`src/verilog/dlr_pkg.sv`:
```
// Package of constants and types shared by the defect list source logic.
package dlr_pkg;
  localparam logic [10:0] DLR_PRIMARY_CYL = 11'h4E1;
  localparam logic [10:0] DLR_BACKUP_CYL = 11'h4D9;
  localparam logic [7:0] DLR_LIST_SECTOR = 8'h00;
  localparam logic [8:0] DLR_FIELD_BYTES = 9'h100;
  localparam logic [8:0] DLR_LAST_BYTE = 9'h0FF;
  localparam logic [8:0] DLR_LAST_SLOT = 9'h0FB;
  localparam logic [2:0] DLR_ENTRY_BYTES = 3'h5;
  localparam logic [2:0] DLR_ENTRY_LAST = 3'h4;
  localparam logic [15:0] DLR_CRC_POLY = 16'h1021;
  localparam logic [15:0] DLR_CRC_SEED = 16'h0000;
  localparam logic [7:0] DLR_SYNC_BYTE = 8'hA1;
  localparam logic [7:0] DLR_MARK_BYTE = 8'hFF;
  localparam logic [7:0] DLR_PAD_BYTE = 8'h00;
  localparam int DLR_STORE_DEPTH = 16;
  localparam logic [4:0] DLR_STORE_FULL = 5'h10;
  localparam int DLR_FIFO_DEPTH = 32;
  localparam int DLR_FIFO_WIDTH = 9;
  typedef enum logic [2:0] {
    DLR_ST_IDLE = 3'b000,
    DLR_ST_SYNC = 3'b001,
    DLR_ST_DATA = 3'b010,
    DLR_ST_CRCH = 3'b011,
    DLR_ST_CRCL = 3'b100
  } dlr_state_t;
  typedef enum logic [1:0] {
    DLR_M_ENT = 2'b00,
    DLR_M_MARK = 2'b01,
    DLR_M_PAD = 2'b10
  } dlr_mode_t;
endpackage : dlr_pkg

```
`src/verilog/dlr_top.sv`:
```
// Defect list source: holds entries per surface and streams the list sector.
//
// Overview of operation
// - Primary list lives cylinder 1249 sector zero.
// - Backup copy served from cylinder 1241.
// - Each surface lists only its own defects.
// - Data field is exactly 256 bytes.
// - Entries are five consecutive bytes.
// - List ends with all-ones entry or sector end.
// - CRC register starts from zero.
// - Sync byte is accumulated into the CRC.
`timescale 1ns/10ps
module dlr_top (
  // Clock and reset.
  input wire logic clock,
  input wire logic resetn,
  // Defect entry loading.
  input wire logic ld_clear,
  input wire logic ld_valid,
  output logic ld_ready,
  input wire logic [2:0] ld_head,
  input wire logic [39:0] ld_entry,
  // Sector read request.
  input wire logic rq_valid,
  output logic rq_ready,
  input wire logic [10:0] rq_cyl,
  input wire logic [2:0] rq_head,
  input wire logic [7:0] rq_sector,
  output logic rq_reject,
  // Byte stream to the controller.
  output logic out_valid,
  input wire logic out_ready,
  output logic [7:0] out_data,
  output logic out_last,
  // Status.
  output logic busy
);
  import dlr_pkg::*;

  ////////////////////////////////////////////////////////////////////////////////
  // Declarations.
  dlr_state_t state_r;
  dlr_mode_t mode_r;
  dlr_mode_t src_mode;
  logic [39:0] ent_data_r [DLR_STORE_DEPTH];
  logic [2:0] ent_head_r [DLR_STORE_DEPTH];
  logic [4:0] cnt_r;
  logic [2:0] head_r;
  logic [8:0] byte_cnt_r;
  logic [2:0] ebyte_r;
  logic [4:0] scan_r;
  logic [3:0] sel_r;
  logic [3:0] found_idx;
  logic found;
  logic [3:0] cur_idx;
  logic [7:0] push_byte;
  logic push_last;
  logic push;
  logic fifo_ready;
  logic crc_clr;
  logic crc_en;
  logic [15:0] crc;
  logic rq_hit;
  logic rq_take;
  logic ld_take;

  ////////////////////////////////////////////////////////////////////////////////
  // Entry store.

  // Entries can only be loaded while no list is being streamed.
  assign ld_ready = (state_r == DLR_ST_IDLE) && (cnt_r != DLR_STORE_FULL) && !ld_clear;
  assign ld_take = ld_valid && ld_ready;

  // Fill count; clearing empties all surfaces at once.
  always_ff @(posedge clock or negedge resetn) begin
    if (!resetn) begin
      cnt_r <= 5'h00;
    end else if (ld_clear && state_r == DLR_ST_IDLE) begin
      cnt_r <= 5'h00;
    end else if (ld_take) begin
      cnt_r <= cnt_r + 5'h01;
    end
  end

  // Each slot keeps its entry and the surface it belongs to.
  for (genvar g = 0; g < DLR_STORE_DEPTH; g++) begin : g_store
    always_ff @(posedge clock) begin
      if (ld_take && cnt_r == 5'(g)) begin
        ent_data_r[g] <= ld_entry;
        ent_head_r[g] <= ld_head;
      end
    end
  end

  ////////////////////////////////////////////////////////////////////////////////
  // Request decode.

  // Only sector zero of the primary or backup cylinder holds the list.
  assign rq_hit = (rq_sector == DLR_LIST_SECTOR) &&
                  ((rq_cyl == DLR_PRIMARY_CYL) || (rq_cyl == DLR_BACKUP_CYL));
  assign rq_ready = (state_r == DLR_ST_IDLE);
  assign rq_take = rq_valid && rq_ready;
  assign busy = (state_r != DLR_ST_IDLE);

  // A request for any other location is answered with a reject pulse.
  always_ff @(posedge clock or negedge resetn) begin
    if (!resetn) begin
      rq_reject <= 1'b0;
    end else begin
      rq_reject <= rq_take && !rq_hit;
    end
  end

  ////////////////////////////////////////////////////////////////////////////////
  // Byte source.

  // Find the next stored entry for the requested surface from the scan point.
  always_comb begin
    found = 1'b0;
    found_idx = 4'h0;
    for (int i = DLR_STORE_DEPTH - 1; i >= 0; i--) begin
      if (5'(i) >= scan_r && 5'(i) < cnt_r && ent_head_r[i] == head_r) begin
        found = 1'b1;
        found_idx = 4'(i);
      end
    end
  end

  // At an entry boundary pick entry, end marker or pad; a whole entry must fit.
  always_comb begin
    src_mode = mode_r;
    if (ebyte_r == 3'h0 && mode_r != DLR_M_PAD) begin
      if (byte_cnt_r > DLR_LAST_SLOT) begin
        src_mode = DLR_M_PAD;
      end else if (mode_r == DLR_M_ENT && !found) begin
        src_mode = DLR_M_MARK;
      end
    end
  end

  assign cur_idx = (ebyte_r == 3'h0) ? found_idx : sel_r;

  // Select the byte to push, most significant entry byte first.
  always_comb begin
    push_byte = DLR_PAD_BYTE;
    push_last = 1'b0;
    unique case (state_r)
      DLR_ST_SYNC: push_byte = DLR_SYNC_BYTE;
      DLR_ST_DATA: begin
        unique case (src_mode)
          DLR_M_ENT: push_byte = 8'(ent_data_r[cur_idx] >> {DLR_ENTRY_LAST - ebyte_r, 3'h0});
          DLR_M_MARK: push_byte = DLR_MARK_BYTE;
          default: push_byte = DLR_PAD_BYTE;
        endcase
      end
      DLR_ST_CRCH: push_byte = crc[15:8];
      DLR_ST_CRCL: begin
        push_byte = crc[7:0];
        push_last = 1'b1;
      end
      default: push_byte = DLR_PAD_BYTE;
    endcase
  end

  assign push = (state_r != DLR_ST_IDLE) && fifo_ready;

  ////////////////////////////////////////////////////////////////////////////////
  // Sequencer.

  // Sync, fixed-length field, then the two check bytes.
  always_ff @(posedge clock or negedge resetn) begin
    if (!resetn) begin
      state_r <= DLR_ST_IDLE;
    end else begin
      unique case (state_r)
        DLR_ST_IDLE: if (rq_take && rq_hit) state_r <= DLR_ST_SYNC;
        DLR_ST_SYNC: if (push) state_r <= DLR_ST_DATA;
        DLR_ST_DATA: if (push && byte_cnt_r == DLR_LAST_BYTE) state_r <= DLR_ST_CRCH;
        DLR_ST_CRCH: if (push) state_r <= DLR_ST_CRCL;
        DLR_ST_CRCL: if (push) state_r <= DLR_ST_IDLE;
        default: state_r <= DLR_ST_IDLE;
      endcase
    end
  end

  // Request surface is held for the whole sector.
  always_ff @(posedge clock or negedge resetn) begin
    if (!resetn) begin
      head_r <= 3'h0;
    end else if (rq_take) begin
      head_r <= rq_head;
    end
  end

  // Field byte counter and position inside the current five-byte entry.
  always_ff @(posedge clock or negedge resetn) begin
    if (!resetn) begin
      byte_cnt_r <= 9'h000;
      ebyte_r <= 3'h0;
    end else if (rq_take) begin
      byte_cnt_r <= 9'h000;
      ebyte_r <= 3'h0;
    end else if (push && state_r == DLR_ST_DATA) begin
      byte_cnt_r <= byte_cnt_r + 9'h001;
      ebyte_r <= (ebyte_r == DLR_ENTRY_LAST) ? 3'h0 : ebyte_r + 3'h1;
    end
  end

  // Scan pointer, chosen entry and list phase.
  always_ff @(posedge clock or negedge resetn) begin
    if (!resetn) begin
      scan_r <= 5'h00;
      sel_r <= 4'h0;
      mode_r <= DLR_M_ENT;
    end else if (rq_take) begin
      scan_r <= 5'h00;
      mode_r <= DLR_M_ENT;
    end else if (push && state_r == DLR_ST_DATA) begin
      mode_r <= (src_mode == DLR_M_MARK && ebyte_r == DLR_ENTRY_LAST) ? DLR_M_PAD : src_mode;
      if (ebyte_r == 3'h0) begin
        sel_r <= found_idx;
        scan_r <= 5'(found_idx) + 5'h01;
      end
    end
  end

  ////////////////////////////////////////////////////////////////////////////////
  // CRC and output buffer.

  // Seed on accept; sync and all field bytes are accumulated.
  assign crc_clr = rq_take;
  assign crc_en = push && (state_r == DLR_ST_SYNC || state_r == DLR_ST_DATA);

  dlr_crc16 u_crc (
    .clock(clock),
    .resetn(resetn),
    .clr(crc_clr),
    .en(crc_en),
    .din(push_byte),
    .crc(crc)
  );

  // The buffer stalls the sequencer when the controller stops draining.
  dlr_fifo #(
    .WIDTH(DLR_FIFO_WIDTH),
    .DEPTH(DLR_FIFO_DEPTH)
  ) u_fifo (
    .clock(clock),
    .resetn(resetn),
    .in_valid(push),
    .in_ready(fifo_ready),
    .in_data({push_last, push_byte}),
    .out_valid(out_valid),
    .out_ready(out_ready),
    .out_data({out_last, out_data})
  );

  ////////////////////////////////////////////////////////////////////////////////
  // Assertions.

  property p_start;
    @(posedge clock) disable iff (!resetn)
      rq_take && rq_hit |=> state_r == DLR_ST_SYNC;
  endproperty
  a_start: assert property (p_start) else $error("list request not started");

  property p_reject;
    @(posedge clock) disable iff (!resetn)
      rq_take && rq_cyl != DLR_PRIMARY_CYL && rq_cyl != DLR_BACKUP_CYL |=> rq_reject;
  endproperty
  a_reject: assert property (p_reject) else $error("bad cylinder not rejected");

  property p_len;
    @(posedge clock) disable iff (!resetn)
      $rose(state_r == DLR_ST_CRCH) |-> byte_cnt_r == DLR_FIELD_BYTES;
  endproperty
  a_len: assert property (p_len) else $error("field length wrong");

  property p_step;
    @(posedge clock) disable iff (!resetn)
      push && state_r == DLR_ST_DATA && ebyte_r == DLR_ENTRY_LAST |=> ebyte_r == 3'h0;
  endproperty
  a_step: assert property (p_step) else $error("entry step not five");

  property p_seed;
    @(posedge clock) disable iff (!resetn)
      $rose(state_r == DLR_ST_SYNC) |-> crc == DLR_CRC_SEED;
  endproperty
  a_seed: assert property (p_seed) else $error("crc not seeded");

  property p_sync;
    @(posedge clock) disable iff (!resetn)
      push && state_r == DLR_ST_SYNC |-> crc_en && push_byte == DLR_SYNC_BYTE;
  endproperty
  a_sync: assert property (p_sync) else $error("sync byte not in crc");

  property p_mark;
    @(posedge clock) disable iff (!resetn)
      push && state_r == DLR_ST_DATA && src_mode == DLR_M_MARK |-> push_byte == DLR_MARK_BYTE;
  endproperty
  a_mark: assert property (p_mark) else $error("end marker not all ones");

  property p_head;
    @(posedge clock) disable iff (!resetn)
      push && state_r == DLR_ST_DATA && src_mode == DLR_M_ENT |-> ent_head_r[cur_idx] == head_r;
  endproperty
  a_head: assert property (p_head) else $error("entry from other surface");

  property p_crch;
    @(posedge clock) disable iff (!resetn)
      push && state_r == DLR_ST_CRCH |=> state_r == DLR_ST_CRCL && $past(push_byte) == crc[15:8];
  endproperty
  a_crch: assert property (p_crch) else $error("crc high byte wrong");
endmodule : dlr_top

```
`src/verilog/dlr_crc16.sv`:
```
// Byte-wide CRC accumulator, most significant bit first.
`timescale 1ns/10ps
module dlr_crc16 (
  // Clock and reset.
  input wire logic clock,
  input wire logic resetn,
  // Control.
  input wire logic clr,
  input wire logic en,
  input wire logic [7:0] din,
  // Result.
  output logic [15:0] crc
);
  import dlr_pkg::*;

  logic [15:0] crc_nxt;

  // Eight serial shift steps folded into one clock, first bit is bit 7.
  always_comb begin
    logic fb;
    crc_nxt = crc;
    fb = 1'b0;
    for (int i = 7; i >= 0; i--) begin
      fb = crc_nxt[15] ^ din[i];
      crc_nxt = {crc_nxt[14:0], 1'b0} ^ (fb ? DLR_CRC_POLY : 16'h0000);
    end
  end

  // Clear loads the zero seed; enable takes one byte.
  always_ff @(posedge clock or negedge resetn) begin
    if (!resetn) begin
      crc <= 16'h0000;
    end else if (clr) begin
      crc <= DLR_CRC_SEED;
    end else if (en) begin
      crc <= crc_nxt;
    end
  end
endmodule : dlr_crc16

```
`src/verilog/dlr_fifo.sv`:
```
// First-in first-out buffer with valid and ready on both sides.
`timescale 1ns/10ps
module dlr_fifo #(
  parameter int WIDTH = 9,
  parameter int DEPTH = 32
) (
  // Clock and reset.
  input wire logic clock,
  input wire logic resetn,
  // Filling side.
  input wire logic in_valid,
  output logic in_ready,
  input wire logic [WIDTH-1:0] in_data,
  // Draining side.
  output logic out_valid,
  input wire logic out_ready,
  output logic [WIDTH-1:0] out_data
);
  localparam int AW = $clog2(DEPTH);

  logic [WIDTH-1:0] mem_r [DEPTH];
  logic [AW-1:0] wp_r;
  logic [AW-1:0] rp_r;
  logic [AW:0] cnt_r;
  logic push;
  logic pop;

  // Full and empty come straight from the occupancy count.
  assign in_ready = (cnt_r != DEPTH[AW:0]);
  assign out_valid = (cnt_r != '0);
  assign out_data = mem_r[rp_r];
  assign push = in_valid && in_ready;
  assign pop = out_valid && out_ready;

  // Storage is written only at the write pointer.
  always_ff @(posedge clock) begin
    if (push) begin
      mem_r[wp_r] <= in_data;
    end
  end

  // Pointers and count move with each accepted word.
  always_ff @(posedge clock or negedge resetn) begin
    if (!resetn) begin
      wp_r <= '0;
      rp_r <= '0;
      cnt_r <= '0;
    end else begin
      if (push) begin
        wp_r <= (wp_r == AW'(DEPTH - 1)) ? '0 : wp_r + 1'b1;
      end
      if (pop) begin
        rp_r <= (rp_r == AW'(DEPTH - 1)) ? '0 : rp_r + 1'b1;
      end
      cnt_r <= cnt_r + (AW+1)'(push) - (AW+1)'(pop);
    end
  end
endmodule : dlr_fifo

```
`config.mk`:
```
export PLATFORM = sky130hd
export DESIGN_NAME = dlr_top
export DESIGN_NICKNAME = d
export VERILOG_FILES = /design/src/verilog/dlr_pkg.sv /design/src/verilog/dlr_top.sv /design/src/verilog/dlr_crc16.sv /design/src/verilog/dlr_fifo.sv
export SDC_FILE = /design/constraint.sdc
export NUM_CORES = 1
export LEC_CHECK = 0
export ABC_AREA = 1
export BUFFER_PORTS_ARGS = -buffer_cell sky130_fd_sc_hd__buf_2
export CAP_MARGIN = 40
export CORE_MARGIN = 2
export CORE_UTILIZATION = 55
export CTS_BUF_LIST = sky130_fd_sc_hd__clkbuf_8
export CTS_CLUSTER_DIAMETER = 100
export DETAILED_ROUTE_END_ITERATION = 8
export HOLD_SLACK_MARGIN = 0.06
export PLACE_DENSITY_LB_ADDON = 0.08
export RECOVER_POWER = 100
export REMOVE_ABC_BUFFERS = 1
export SETUP_SLACK_MARGIN = 0.5
export SYNTH_ARGS = -nofsm -noshare
export SYNTH_HDL_FRONTEND = slang
export SYNTH_SLANG_ARGS = --single-unit
```
`constraint.sdc`:
```
create_clock -name clock -period 6.96 [get_ports clock]
set_clock_uncertainty 0.2 [all_clocks]
set_input_delay 2.088 -clock clock [delete_from_list [all_inputs] [get_ports clock]]
set_output_delay 2.088 -clock clock [all_outputs]
set_load 0.005 [all_outputs]
```
==> out/qor.yml, run 1 <==
status:
  status: "finished with violations"
  violations: "max-capacitance violations, max-slew violations"
timing:
  fmax_mhz: 157
  finalCritPeriodShare_pct: 91.8
  setup_tns_ps: 0
  holdWs_ps: 278
  grt_setup_unrepaired: "no"
  hold_viol: 0
  finalSetupViolations: 0
  worst_slack_ps: 571
  worst_slew_pin_slew_ps: 4190
  slew_viol_final: 680
  maxSlewHeadroom_pct: -179
  min_period_ps: 6390
clock_tree:
  numCtsBuffers: 166
  clkTransAtPathRegs_ps: 60
  ctsResizeCount: 0
  clkLatencyLatePin_ps: 830
  cts_tree: "yes"
  hold_buffers: 0
  cts_setup_buffers: 0
  cts_buffer_depth: 3
  cts.sink_count: 1043
  h-tree-depth: 4
  root_buffer: "clkbuf_8"
synth:
  synth_cell_types: 50
  synth_top_family_by_area: "simple AND/OR/NAND/NOR gates"
  synth.area.mux_share_pct: 0
  synth.avg_cell_area_um2: 11.5
  synth-main-ff-cell: "edfxtp_1"
  yosys_warnings: 0
  synthTopCellsByArea: "edfxtp_1 67%, nand3_1 7.7%, nand2_1 7.3%, dfrtp_1 3.8%, o21ai_0 2.6%"
  synth_adder_area_share_pct: 0.790
  synth_edf_count: 976
  synth_common_cells: "976 x edfxtp_1, 854 x nand2_1, 675 x nand3_1"
  synthSimpleGateAreaFrac_pct: 18.4
  ys_seq_elements: 1043
  netlist.area_leader.share_pct: 67.0
  syn_area_um2: 43700
  async_flop_share_pct: 6.42
  seq_area_frac_synth_pct: 70.8
  synth-xor-area-share_pct: 0.621
  synth.most_common_cell: "edfxtp_1"
  synth-compound-area-share_pct: 5.40
  yosys.area.top_type: "edfxtp_1"
  syn_inst: 3787
route:
  drcViolationCount: 0
  vias: 30000
  final_antenna_net_count: 0
  first_pass_iters: 6
  first_iter_violations: 3124
  wl_per_cell_um: 22.6
  wl_um: 116000
  routed_via_density: 5.85
run:
  maxCapViolations: 21
grt:
  grt_pass1_wl_um: 175000
  grt_usage_pct: 28.4
  antenna_found_initial: 7
  overflow: 0
  first_global_vias: 28900
  grt_max_degree: 156
power_and_ir_drop:
  peakVddDrop_mv: 0.267
  power.density_nw_per_um2: 397
  p_leak_nw: 17.6
finish:
  nNetsFinal: 4049
  syn_to_final_growth_pct: 10.8
  stdcell_count: 5135
  layout-drive-gt1-share_pct: 8.06
  final_util_pct: 61.4
critical_path:
  critical_path_class: "reg2reg"
  r2r_end: "ent_data_r[13][12]"
  cp.arrival_ps: 6490
  critPathRequiredTime_ps: 7060
  timing.rr.start: "state_r[2]"
  crit_path_end: "ent_data_r[13][12]"
  rr_worst_depth: 11
  rrSetupSlack_ps: 570
  end_kind: "flop"
  worstSetupStartpointType: "flop"
  crit_path_start: "state_r[2]"
  crit_fanout: 39
die:
  start_util_pct: 55.4
  rows: 103
  die_w_um: 286
  io_pins: 85
  die_h_um: 286
  coreArea_um2: 78900
  dieArea_um2: 81800
placement:
  dp.cells: 4832
  dpl.hpwl_um: 65100
  gp_congestion: 0.942
  port_buffers: 84
  pre_cts_slack_ps: 1570
hold_path:
  hold_class: "reg2reg"
==> through the flow <==
step           instance area [um2]  power (mW)
3_3_place_gp                 45400        14.3
5_1_grt                      48500        20.3
2_1_floorplan                42700        11.8
4_1_cts                      49100        19.4
3_5_place_dp                 46000        14.5
6_report                     48500        19.2
==> layout make-up <==
cell class                      instances  area (um2)
Antenna cell                            4        10.0
Clock buffer                          177        2440
Clock inverter                        121         666
Fill cell                            6375       30400
Inverter                              180         687
Multi-Input combinational cell       2354       11100
Sequential cell                      1043       31000
Tap cell                             1050        1310
Timing Repair Buffer                  206        1280
==> worst min path at each step <==
stage                       start  cells after the start       endpoint  slack (ps)
detailed placement  byte_cnt_r[7]                      1  byte_cnt_r[7]         280
finish              byte_cnt_r[7]                      1  byte_cnt_r[7]         280
floorplan           byte_cnt_r[7]                      1  byte_cnt_r[7]         220
global placement    byte_cnt_r[7]                      1  byte_cnt_r[7]         240
global route        byte_cnt_r[7]                      1  byte_cnt_r[7]         320
CTS                 byte_cnt_r[7]                      1  byte_cnt_r[7]         290
==> layout by cell type, fill, tap and decap left out, types with 3 or more instances in the layout <==
master       n
nor2_1     281
buf_12      16
diode_2      4
inv_6        8
dfrtp_1     66
bufinv_16    3
clkinv_8     5
o21ai_1      4
nand3_1    676
nand2_1    854
nor2_4       6
a21oi_1     33
ha_1        26
clkinv_1    48
or2_2        3
clkinv_2    11
a31oi_1      4
clkbuf_8   177
inv_2        7
o21ai_0    233
a221oi_1     3
clkbuf_1   109
xor2_1      19
nor3_1      32
buf_4       33
nor4_1       9
buf_2       33
inv_1      216
o2111ai_1    4
edfxtp_1   976
o211ai_1    25
clkbuf_4     3
clkbuf_2     9
o22ai_1    102
nand4_1      5
xnor2_1     12
==> metal layers <==
layer  vias to the layer above  wire length (um)  track usage, %
met5                         -                34               0
met1                     14700             47600            38.7
li1                      13800                 -               -
met3                       225              8880            4.74
met4                         6              3210            9.82
met2                      1236             56200            46.7
==> report_power, final <==
part / leakage [nW] / switching (mW) / internal (mW)
combinational: 6.09 / 4.67 / 1.79
clock: 1.78 / 2.40 / 2.48
sequential: 9.70 / 0.234 / 7.66
==> worst max-delay path: stages (launching register included) <==
cell and delay, ps:
dfrtp_1 420, nor2_1 130, inv_1 70, nor2_1 480
inv_1 290, nor3_1 280, nand2_1 240, nor2_1 310
inv_1 210, nor2_4 120, clkbuf_1 290, clkbuf_1 2750
==> state kept, by name, indices dropped and copies added, names as in the netlist <==
register      count
head_r            3
ebyte_r           3
ent_head_r       48
u_fifo.rp_r       5
cnt_r             5
mode_r            2
state_r           3
sel_r             4
byte_cnt_r        9
u_fifo.cnt_r      6
u_fifo.wp_r       5
u_fifo.mem_r    288
u_crc.crc        16
ent_data_r      640
rq_reject         1
scan_r            5
==> kinds of logic after synthesis <==
kind of cell,Yosys count
xor gates and xnor gates,31
adders and majority gates,27
buffers and inverters,390
AOI/OAI and AO/OA,420
DFF,1043
and+or+nand+nor,1876
No activity file was read; power rests on OpenSTA's default activity.
==> run 2, diff against run 1 <==
--- a/config.mk
+++ b/config.mk
@@ -9,7 +9,7 @@
 export BUFFER_PORTS_ARGS = -buffer_cell sky130_fd_sc_hd__buf_2
 export CAP_MARGIN = 40
 export CORE_MARGIN = 2
-export CORE_UTILIZATION = 55
+export CORE_UTILIZATION = 45
 export CTS_BUF_LIST = sky130_fd_sc_hd__clkbuf_8
 export CTS_CLUSTER_DIAMETER = 100
 export DETAILED_ROUTE_END_ITERATION = 8
==> run 2 against run 1 <==
Effect of this change:
- the flow still finishes with violations (max-capacitance violations, max-slew violations)
- count of clock-buffer cells in the layout is 4 higher
- cell count is 4.7% higher
- core utilization is 11 points lower
- largest power group unchanged
- combinational power is 0.6% lower
- flip-flop and latch count stayed put
- via count is 3.0% lower
==> out/qor.yml, run 2 (synthesized netlist as in run 1, its figures left out) <==
status:
  status: "finished with violations"
  violations: "max-capacitance violations, max-slew violations"
critical_path:
  end_kind: "flop"
  critical_path_class: "in2reg"
  rr_worst_depth: 10
  max_stage_delay_ps: 2970
  cp.arrival_ps: 6470
  timing.rr.start: "state_r[2]"
  r2r_end: "ent_data_r[13][22]"
  worstSetupStartpointType: "input pin"
  critPathRequiredTime_ps: 7080
  rrSetupSlack_ps: 780
  slowest_stage: "clkbuf_1"
  cp_cell_sequence: "buf_2, nor3_1, nand2_1, nor2_1, inv_1, nor2_4, clkbuf_1"
  crit_fanout: 43
placement:
  port_buffers: 84
  dpl.hpwl_um: 67800
  gp_congestion: 0.845
hold_path:
  min_to: "byte_cnt_r[7]"
  hold_class: "reg2reg"
  worstHoldPathCells: 1
  hold_start: "byte_cnt_r[7]"
timing:
  grt_setup_unrepaired: "no"
  slew_viol_final: 626
  fmax_mhz: 157
  finalSetupViolations: 0
  holdWs_ps: 254
  finalCritPeriodShare_pct: 91.3
  setup_tns_ps: 0
  maxSlewHeadroom_pct: -190
  hold_viol: 0
  worst_slew_pin_slew_ps: 4350
  min_period_ps: 6350
die:
  dieArea_um2: 99700
  coreArea_um2: 96600
  rows: 114
  die_w_um: 316
  io_pins: 85
  start_util_pct: 45.3
  die_h_um: 316
clock_tree:
  numCtsBuffers: 175
  clkTransAtPathRegs_ps: 60
  root_buffer: "clkbuf_8"
  h-tree-depth: 4
  cts_buffer_depth: 3
  cts_setup_buffers: 0
  clkLatencyLatePin_ps: 850
  hold_buffers: 0
  cts.sink_count: 1043
  cts_tree: "yes"
finish:
  layout-drive-gt1-share_pct: 8.18
  final_common_cell: "edfxtp_1"
  top_register: "ent_data_r"
  largest_reg_flops: 640
  nNetsFinal: 4054
  most-common-layout-cells: "976 x edfxtp_1, 853 x nand2_1, 677 x nand3_1, 283 x nor2_1, 232 x o21ai_0"
  largestRegisters: "ent_data_r x640, u_fifo.mem_r x288, ent_head_r x48"
  syn_to_final_growth_pct: 11.2
route:
  drcViolationCount: 0
  first_iter_violations: 2460
  final_antenna_net_count: 0
  vias: 29100
  wl_per_cell_um: 22.3
  routed_via_density: 5.42
  wl_um: 120000
  first_pass_iters: 5
run:
  maxCapViolations: 26
grt:
  grt_pass1_wl_um: 181000
  grt_max_degree: 156
  antenna_found_initial: 5
  first_global_vias: 28500
  grt_usage_pct: 24.2
  overflow: 0
power_and_ir_drop:
  power.density_nw_per_um2: 397
  p_leak_nw: 17.5
  peakVddDrop_mv: 0.232
[run 2: cell type report]
type,count,area [um2]
Tap cell,1276,1600
Clock inverter,136,678
Multi-Input combinational cell,2354,11100
Sequential cell,1043,31000
Timing Repair Buffer,202,1120
Inverter,180,697
Fill cell,8745,47900
Antenna cell,3,7.51
Clock buffer,181,2490
[run 2: worst max-delay path: cells and delay by family]
kind	cells	cell delay, ps
buf+inv	3	3280
simple gates	4	950
[run 2: per-stage QoR]
step / instance area, um2 / worst slack, ps / cells / utilization, % / power [mW]
6_report: 48700 / 608 / 5375 / 50.4 / 19.3
5_1_grt: 48600 / 280 / 5373 / 50.4 / 20.4
4_1_cts: 49300 / 926 / 5372 / 51.0 / 19.5
3_5_place_dp: 46100 / 919 / 5055 / 47.7 / 14.5
3_3_place_gp: 45600 / 992 / 5014 / 47.2 / 14.5
2_1_floorplan: 42700 / -2540 / 3577 / - / 11.8
[run 2: repair_timing]
| item | 4_1_cts | 5_1_grt |
|---|---|---|
| resized for setup | 0 | 3 |
| endpoints found under the setup margin | 0 | 11 |
| hold endpoints to repair | 0 | 0 |
[run 2: report_power, final]
| group | internal, mW | total (mW) | switching, mW |
|---|---|---|---|
| logic | 1.76 | 6.43 | 4.67 |
| clock network | 2.53 | 4.99 | 2.47 |
| registers | 7.65 | 7.88 | 0.230 |
| total | 11.9 | 19.3 | 7.36 |
[run 2: how the worst max path moves through the flow]
stage,cells after the start,slack [ps],start,end
2_1_floorplan,30,-2540,head_r[2],u_crc.crc[12]
3_3_place_gp,39,990,head_r[2],u_crc.crc[6]
3_5_place_dp,39,920,head_r[2],u_crc.crc[13]
4_1_cts,39,930,head_r[2],u_crc.crc[13]
5_1_grt,37,280,head_r[1],u_fifo.mem_r[24][1]
6_report,7,610,ld_clear,ent_data_r[13][22]
[run 2: layer usage]
| layer | wire length [um] | GRT usage (%) |
|---|---|---|
| met1 | 53100 | 33.1 |
| met2 | 57700 | 39.9 |
| met3 | 6030 | 3.92 |
| met4 | 2680 | 7.86 |
| met5 | 26 | 0 |
